===== config.mk =====
export PLATFORM = sky130hd
export DESIGN_NAME = pri_regs
export DESIGN_NICKNAME = d
export VERILOG_FILES = /design/src/design/pri_pkg.sv /design/src/design/pri_buf.sv /design/src/design/pri_regs.sv
export SDC_FILE = /design/constraint.sdc
export NUM_CORES = 1
export LEC_CHECK = 0
export BUFFER_PORTS_ARGS = -buffer_cell sky130_fd_sc_hd__buf_2
export CAP_MARGIN = 15
export CELL_PAD_IN_SITES_DETAIL_PLACEMENT = 1
export CELL_PAD_IN_SITES_GLOBAL_PLACEMENT = 1
export CORE_MARGIN = 2
export CORE_UTILIZATION = 46
export CTS_BUF_LIST = sky130_fd_sc_hd__clkbuf_2
export CTS_CLUSTER_SIZE = 14
export DETAILED_ROUTE_END_ITERATION = 8
export PLACE_DENSITY = 0.85
export SLEW_MARGIN = 15
export SYNTH_ARGS = -nofsm -noshare
export SYNTH_HDL_FRONTEND = slang
export SYNTH_SLANG_ARGS = --single-unit

===== constraint.sdc =====
create_clock -name mclk_i -period 3.3 [get_ports mclk_i]
set_input_delay 0.33 -clock mclk_i [delete_from_list [all_inputs] [get_ports mclk_i]]
set_output_delay 0.33 -clock mclk_i [all_outputs]
set_load 0.01 [all_outputs]

===== src/design/pri_pkg.sv =====
// pri_pkg: constants and types of the peripheral register interface
// assumes a 32-bit word-only peripheral bus and a single clock domain
package pri_pkg;

  // ----------------------------------------------------------------
  // widths
  // ----------------------------------------------------------------
  localparam int DATA_W = 32;
  localparam int CNT_W = 16;
  localparam int NCH_MAX = 4;
  localparam int WIN_PERIPH = 14;
  localparam int WIN_INTC = 12;
  localparam logic [31:0] BASE_RST = 32'hfffc_0000;

  // ----------------------------------------------------------------
  // register word indices, byte offset is four times the index
  // ----------------------------------------------------------------
  localparam logic [5:0] IDX_CTRL = 6'h00;
  localparam logic [5:0] IDX_MODE = 6'h01;
  localparam logic [5:0] IDX_CHEN = 6'h02;
  localparam logic [5:0] IDX_CHDIS = 6'h03;
  localparam logic [5:0] IDX_CHSR = 6'h04;
  localparam logic [5:0] IDX_STAT = 6'h05;
  localparam logic [5:0] IDX_IER = 6'h06;
  localparam logic [5:0] IDX_IDR = 6'h07;
  localparam logic [5:0] IDX_IMR = 6'h08;
  localparam logic [5:0] IDX_RDAT = 6'h09;
  localparam logic [1:0] CH_REGION = 2'h1;
  localparam logic [1:0] CH_SUB_PTR = 2'h0;
  localparam logic [1:0] CH_SUB_CNT = 2'h1;

  // ----------------------------------------------------------------
  // fields and reset values
  // ----------------------------------------------------------------
  localparam int MODE_W = 2;
  localparam logic [MODE_W-1:0] MODE_RST = 2'h0;
  localparam int STAT_W = 6;
  localparam int ST_RXRDY = 4;
  localparam int ST_RXFULL = 5;
  localparam logic [CNT_W-1:0] CNT_ONE = 16'h0001;

  typedef enum logic [1:0] {
    PRI_SZ_BYTE = 2'b00,
    PRI_SZ_HALF = 2'b01,
    PRI_SZ_WORD = 2'b10
  } pri_size_t;

endpackage


===== src/design/pri_buf.sv =====
// pri_buf: small circular buffer with valid/ready on both sides
// assumes power-of-two depth; head data come straight from entry flops
`timescale 1ns/10ps
module pri_buf #(
  parameter int W = 32,
  parameter int DEPTH = 2
) (
  input wire logic mclk_i,
  input wire logic rst_n_i,
  input wire logic in_valid_i,
  input wire logic [W-1:0] in_data_i,
  output logic in_ready_o,
  output logic out_valid_o,
  output logic [W-1:0] out_data_o,
  input wire logic out_ready_i
);
  localparam int AW = (DEPTH > 1) ? $clog2(DEPTH) : 1;

  if (DEPTH < 2 || (DEPTH & (DEPTH - 1)) != 0) begin : g_bad
    $error("pri_buf: depth must be a power of two, at least 2");
  end

  logic [W-1:0] mem_reg [DEPTH];
  logic [AW-1:0] wp_reg;
  logic [AW-1:0] rp_reg;
  logic [AW:0] cnt_reg;
  logic push;
  logic pop;

  assign in_ready_o = cnt_reg != (AW+1)'(DEPTH);
  assign out_valid_o = cnt_reg != '0;
  assign out_data_o = mem_reg[rp_reg];
  assign push = in_valid_i && in_ready_o;
  assign pop = out_valid_o && out_ready_i;

  always_ff @(posedge mclk_i) begin
    if (push) begin
      mem_reg[wp_reg] <= in_data_i;
    end
  end

  always_ff @(posedge mclk_i or negedge rst_n_i) begin
    if (!rst_n_i) begin
      wp_reg <= '0;
      rp_reg <= '0;
      cnt_reg <= '0;
    end else begin
      if (push) begin
        wp_reg <= wp_reg + 1'b1;
      end
      if (pop) begin
        rp_reg <= rp_reg + 1'b1;
      end
      if (push && !pop) begin
        cnt_reg <= cnt_reg + 1'b1;
      end else if (pop && !push) begin
        cnt_reg <= cnt_reg - 1'b1;
      end
    end
  end
endmodule


===== src/design/pri_regs.sv =====
// pri_regs: common peripheral register interface with transfer channels
// assumes an APB-style master, word-only, one clock; channel movers pulse
// xfer_i once per completed transfer while chan_active_o is high
`timescale 1ns/10ps
module pri_regs
  import pri_pkg::*;
#(
  parameter int NUM_PORTS = 2,
  parameter int WIN_BITS = WIN_PERIPH,
  parameter logic [31:0] BASE_ADDR = BASE_RST,
  parameter int BUF_DEPTH = 2,
  localparam int NCH = 2 * NUM_PORTS
) (
  input wire logic mclk_i,
  input wire logic rst_n_i,
  input wire logic psel_i,
  input wire logic penable_i,
  input wire logic pwrite_i,
  input wire logic [31:0] paddr_i,
  input wire logic [DATA_W-1:0] pwdata_i,
  output logic [DATA_W-1:0] prdata_o,
  input wire logic rx_valid_i,
  input wire logic [DATA_W-1:0] rx_data_i,
  output logic rx_ready_o,
  input wire logic [NCH-1:0] xfer_i,
  output logic [NCH-1:0] chan_active_o,
  output logic [NCH*32-1:0] chan_addr_o,
  output logic irq_o
);

  // ----------------------------------------------------------------
  // elaboration checks
  // ----------------------------------------------------------------
  if (NUM_PORTS < 1 || NCH > NCH_MAX) begin : g_bad_ports
    $error("pri_regs: one or two serial ports only");
  end
  if (WIN_BITS != WIN_PERIPH && WIN_BITS != WIN_INTC) begin : g_bad_win
    $error("pri_regs: window must be 16 or 4 Kbyte");
  end

  // ----------------------------------------------------------------
  // bus decode
  // ----------------------------------------------------------------
  logic in_win;
  logic mapped;
  logic [5:0] off;
  logic wr_en;
  logic rd_setup;
  logic rd_acc;
  logic ch_hit;
  logic [1:0] ch_sel;
  logic [1:0] ch_sub;

  assign in_win = psel_i && (paddr_i[31:WIN_BITS] == BASE_ADDR[31:WIN_BITS]);
  assign mapped = paddr_i[WIN_BITS-1:8] == '0;
  // bits 1:0 never decoded, so narrow accesses land on the word
  assign off = paddr_i[7:2];
  assign wr_en = in_win && mapped && penable_i && pwrite_i;
  assign rd_setup = psel_i && !penable_i && !pwrite_i;
  assign rd_acc = in_win && mapped && penable_i && !pwrite_i;
  assign ch_hit = off[5:4] == CH_REGION && 32'(off[3:2]) < NCH;
  assign ch_sel = off[3:2];
  assign ch_sub = off[1:0];

  // ----------------------------------------------------------------
  // mode, channel run state, mask
  // ----------------------------------------------------------------
  logic [MODE_W-1:0] mode_reg;
  logic [NCH-1:0] chsr_reg;
  logic [STAT_W-1:0] mask_reg;
  logic [NCH-1:0] end_reg;
  logic [NCH-1:0] end_set;
  logic [STAT_W-1:0] stat_w;
  logic [31:0] step;

  always_ff @(posedge mclk_i or negedge rst_n_i) begin
    if (!rst_n_i) begin
      mode_reg <= MODE_RST;
    end else if (wr_en && off == IDX_MODE) begin
      mode_reg <= pwdata_i[MODE_W-1:0];
    end
  end

  always_ff @(posedge mclk_i or negedge rst_n_i) begin
    if (!rst_n_i) begin
      chsr_reg <= '0;
    end else if (wr_en && off == IDX_CHEN) begin
      chsr_reg <= chsr_reg | pwdata_i[NCH-1:0];
    end else if (wr_en && off == IDX_CHDIS) begin
      chsr_reg <= chsr_reg & ~pwdata_i[NCH-1:0];
    end
  end

  always_ff @(posedge mclk_i or negedge rst_n_i) begin
    if (!rst_n_i) begin
      mask_reg <= '0;
    end else if (wr_en && off == IDX_IER) begin
      mask_reg <= mask_reg | pwdata_i[STAT_W-1:0];
    end else if (wr_en && off == IDX_IDR) begin
      mask_reg <= mask_reg & ~pwdata_i[STAT_W-1:0];
    end
  end

  // control bits clear end flags; a completion in the same cycle wins
  always_ff @(posedge mclk_i or negedge rst_n_i) begin
    if (!rst_n_i) begin
      end_reg <= '0;
    end else if (wr_en && off == IDX_CTRL) begin
      end_reg <= (end_reg & ~pwdata_i[NCH-1:0]) | end_set;
    end else begin
      end_reg <= end_reg | end_set;
    end
  end

  always_comb begin
    case (mode_reg)
      PRI_SZ_BYTE: step = 32'h0000_0001;
      PRI_SZ_HALF: step = 32'h0000_0002;
      default: step = 32'h0000_0004;
    endcase
  end

  // ----------------------------------------------------------------
  // receive buffer
  // ----------------------------------------------------------------
  logic buf_valid;
  logic buf_in_ready;
  logic [DATA_W-1:0] buf_data;
  logic buf_pop;

  assign buf_pop = rd_acc && off == IDX_RDAT;
  assign rx_ready_o = buf_in_ready;

  pri_buf #(
    .W(DATA_W),
    .DEPTH(BUF_DEPTH)
  ) u_rx_buf (
    .mclk_i(mclk_i),
    .rst_n_i(rst_n_i),
    .in_valid_i(rx_valid_i),
    .in_data_i(rx_data_i),
    .in_ready_o(buf_in_ready),
    .out_valid_o(buf_valid),
    .out_data_o(buf_data),
    .out_ready_i(buf_pop)
  );

  // status is built from hardware state; control writes clear end flags and receive data reads pop the buffer
  always_comb begin
    stat_w = '0;
    stat_w[NCH-1:0] = end_reg;
    stat_w[ST_RXRDY] = buf_valid;
    stat_w[ST_RXFULL] = !buf_in_ready;
  end

  assign irq_o = |(stat_w & mask_reg);

  // ----------------------------------------------------------------
  // transfer channels, index 2p is rx and 2p+1 is tx of port p
  // ----------------------------------------------------------------
  logic [31:0] ptr_w [NCH];
  logic [CNT_W-1:0] cnt_w [NCH];

  for (genvar c = 0; c < NCH; c++) begin : g_ch
    logic [31:0] ptr_reg;
    logic [CNT_W-1:0] cnt_reg;
    logic wr_p;
    logic wr_c;
    logic step_ok;

    assign wr_p = wr_en && ch_hit && ch_sel == 2'(c) && ch_sub == CH_SUB_PTR;
    assign wr_c = wr_en && ch_hit && ch_sel == 2'(c) && ch_sub == CH_SUB_CNT;
    assign step_ok = xfer_i[c] && chsr_reg[c] && cnt_reg != '0;

    // a software write overrides a transfer in the same cycle
    always_ff @(posedge mclk_i or negedge rst_n_i) begin
      if (!rst_n_i) begin
        ptr_reg <= '0;
      end else if (wr_p) begin
        ptr_reg <= pwdata_i;
      end else if (step_ok) begin
        ptr_reg <= ptr_reg + step;
      end
    end

    always_ff @(posedge mclk_i or negedge rst_n_i) begin
      if (!rst_n_i) begin
        cnt_reg <= '0;
      end else if (wr_c) begin
        cnt_reg <= pwdata_i[CNT_W-1:0];
      end else if (step_ok) begin
        cnt_reg <= cnt_reg - CNT_ONE;
      end
    end

    assign end_set[c] = step_ok && !wr_c && cnt_reg == CNT_ONE;
    assign chan_active_o[c] = chsr_reg[c] && cnt_reg != '0;
    assign chan_addr_o[c*32 +: 32] = ptr_reg;
    assign ptr_w[c] = ptr_reg;
    assign cnt_w[c] = cnt_reg;
  end

  // ----------------------------------------------------------------
  // read path, captured in setup so data stand through access
  // ----------------------------------------------------------------
  logic [DATA_W-1:0] rd_next;

  always_comb begin
    rd_next = '0;
    if (ch_hit) begin
      if (ch_sub == CH_SUB_PTR) begin
        rd_next = ptr_w[ch_sel];
      end else if (ch_sub == CH_SUB_CNT) begin
        rd_next[CNT_W-1:0] = cnt_w[ch_sel];
      end
    end else begin
      case (off)
        IDX_MODE: rd_next[MODE_W-1:0] = mode_reg;
        IDX_CHSR: rd_next[NCH-1:0] = chsr_reg;
        IDX_STAT: rd_next[STAT_W-1:0] = stat_w;
        IDX_IMR: rd_next[STAT_W-1:0] = mask_reg;
        IDX_RDAT: rd_next = buf_valid ? buf_data : '0;
        default: rd_next = '0;
      endcase
    end
  end

  always_ff @(posedge mclk_i or negedge rst_n_i) begin
    if (!rst_n_i) begin
      prdata_o <= '0;
    end else if (rd_setup) begin
      // refused reads return zero rather than a stale word
      prdata_o <= (in_win && mapped) ? rd_next : '0;
    end
  end
endmodule


==> results by group <==
Synthesis
  • Distinct cells, synth: 74
  • Mapped Nets: around 1900
  • Synth Cell Area: around 0.018 mm^2
  • Synthesized flop and latch total: 308
  • EDFF count, synth: 64
  • Syn Inst Count: 1765
  • Most used flip-flop cell after synthesis: dfrtp_1
  • Sequential share of the synthesized area: between 40% and 50%
  • Syn_area_per_cell: around 10 um^2
  • Post-synthesis async set-or-reset flop share: 79.2%
  • Synth warn: 0

Placed design
  • GP Congestion: approximately 0.96
  • Port Buffers: approximately 270
  • Placed instance area: 0.0195 mm^2
  • DP HPWL: 49900 um

Finish
  • Max reg flops: 128
  • Post-Layout Inst Area: about 0.021 mm^2
  • Fillers: ~4400
  • Commonest cells after routing, fill and taps aside: buf_2, nor2_1, dfrtp_1, a21oi_1, xnor2_1
  • Area grow syn2layout: 21.0%
  • Layout cells sized above 1: 24.7%
  • Nets: 2291
  • Most common cell after layout, fill and taps aside: buf_2

Worst setup path
  • Required @ worst endpoint: 2970 ps
  • Worst path max stage delay: 610 ps
  • Reg2reg setup slack: 190 ps
  • Crit-path slowest cell: or4_4
  • WS Path Type: flip-flop to primary output
  • CP startpoint kind: flip-flop
  • CP endpoint kind: primary output
  • Arr. time, crit path: 2840 ps
  • Largest fanout on the critical path: 6
  • Worst path cell trace: or4_4, nor4_4, a31oi_1, buf_2

Clocking
  • Htree depth: 3
  • CTS sink count: between 300 and 400
  • Clk Latency, worst-skew pair: about 1200 ps
  • Root Driver: clkbuf_2
  • CTS Buf Count: 84
  • Clk buf depth: 3
  • CTS tree: yes
  • Clock transition at path regs: 120 ps

STA
  • Max Fclk: 0.315 GHz
  • Final Hold Vio Count: 0
  • Max Slew Vio Count: 0
  • Fin crit share: a little over nine tenths
  • RSZ-0062 raised after global routing: false
  • Skew final: 186 ps
  • Slew @ Worst Pin: 895 ps
  • Tmin final: 3170 ps
  • Final setup vio count: 0
  • Slew Limit Headroom: 39.9%
  • Setup TNS Final: 0 ps

Detailed routing
  • Residual DRC: 0
  • Via count: 17400
  • Final ANT Viol Nets: 0
  • Initial DRC count: 1834
  • Post-DR vias/cell: approximately 6.4
  • First-pass DRT Iterations: 5
  • Drt wl/cell: 28.0 um
  • Final wirelength: 76700 um

Run status
  • Outcome: finished clean

Hold path
  • Hold WC Path Type: input pin to flip-flop

Floorplan
  • Core area: 0.0377 mm^2
  • I/O pin cnt: 272
  • Initial core utilization: 46.7%
  • Die width: 200 um
  • Die Y: 200 um
  • FP Rows: 71
  • Full die area: roughly 0.040 mm^2

GRT
  • First-pass GRT wire length: around 110000 um
  • Largest net degree at the start of global routing: 78
  • GRT Total Usage: 38.4%
  • Vias in the first global route: 18500
  • Gr ovfl total: 0
  • Antenna violations before repair: 3

Power and ir drop
  • Maximum vdd drop: 0.234 mV
  • PD cells: between 500 and 600 mW/mm^2
  • Leakage: 0.00953 uW

Flow run
  • Maxcap violations: 0
==> what timing repair did <==
item                       4_1_cts  5_1_grt
setup endpoints to repair        2       10
hold buffers                    93        0
hold endpoints to repair       544        0
buffers inserted                 0        0
resized for setup                2        8
==> layer usage <==
metal,track usage [%],vias up,share of wire (%)
li1,-,7150,-
met1,47.7,8690,37
met2,59.3,1236,45
met3,10.7,365,11
met4,23.9,2,6.5
met5,0,-,0.017
==> synthesized netlist by cell type, types with 5 or more instances <==
cell type	number	area (um^2)
nor2_1	253	950
dfrtp_1	244	6110
a21oi_1	185	926
xnor2_1	118	1030
nand2_1	113	424
mux2i_1	67	671
edfxtp_1	64	1920
clkbuf_1	60	225
xor2_1	59	517
nand3_1	55	275
nor3_1	54	270
inv_1	52	195
mux4_2	47	1060
nand4_1	42	263
o21ai_0	36	180
a22o_1	30	263
buf_2	29	145
nor4_1	28	175
ha_1	21	263
and3_1	20	125
and4_1	17	149
nor2b_1	10	62.6
o22ai_1	10	62.6
and2_1	9	56.3
mux2_2	9	101
or3_1	9	56.3
buf_1	8	30.0
buf_6	8	90.1
nand2b_1	8	50.1
or4_1	8	60.1
o21a_1	7	52.6
a21o_1	5	37.5
a21oi_2	5	43.8
nor3b_1	5	37.5
or4_4	5	56.3
==> power by group <==
part	leakage (uW)	switching [uW]	internal (uW)
registers	0.00382	801	4500
logic	0.00515	1620	1240
clock network	0.000568	1920	999
==> metrics by stage <==
stage | total power, uW | worst slack [ps] | std cells | hold slack (ps) | utilization (%)
6_report | 11100 | 126 | 2737 | 27.6 | 56.5
5_1_grt | 11500 | 51.1 | 2735 | 24.1 | 56.5
4_1_cts | 10800 | 4.68 | 2733 | 9.44 | 56.4
3_5_place_dp | 7950 | 205 | 2492 | 383 | 51.9
3_3_place_gp | 7760 | 241 | 2492 | 378 | 51.9
2_1_floorplan | 6690 | 726 | 1765 | 34.4 | -
==> path summary, 6_finish.rpt <==
path / cells after the start / to / startpoint
setup / recovery: 4 / chan_active_o[0] / g_ch[0].cnt_reg[6]
hold / removal: 2 / u_rx_buf.mem_reg[0][31] / rx_data_i[31]
setup reg to reg: 11 / g_ch[0].ptr_reg[22] / mode_reg[1]
hold reg to reg: 2 / prdata_o[4] / prdata_o[4]
max in group asynchronous: 4 / u_rx_buf.rp_reg / rst_n_i
min in group asynchronous: 4 / prdata_o[25] / rst_n_i
==> kinds of logic after synthesis <==
| group | Yosys count | synth area share, % |
|---|---|---|
| multiplexers | 125 | 10.6 |
| flip-flops | 308 | 45.6 |
| AND/OR/NAND/NOR | 668 | 18.9 |
| buffers and inverters | 158 | 3.94 |
| adder cells (fa/ha/maj) | 25 | 1.95 |
| AO/OA/AOI/OAI | 304 | 10.2 |
| XOR/XNOR | 177 | 8.81 |
==> critical path: cells and delay by family (launching register included) <==
kind,cells,cell delay (ps)
flops,1,440
buf+inv,1,180
simple gates,2,990
compound gates,1,200
==> layout make-up <==
cell class	instances	area [um^2]	share of cell area [%]
inverters	52	195	0.917
repair buffers	415	2740	12.9
multi-input cells	1299	8930	41.9
flip-flops and latches	308	8030	37.7
diodes	4	10.0	0.0470
clock buffers	117	586	2.75
clock inverters	31	160	0.752
well taps	511	639	3.00
Note: power is estimated with default switching activity, not from simulation.
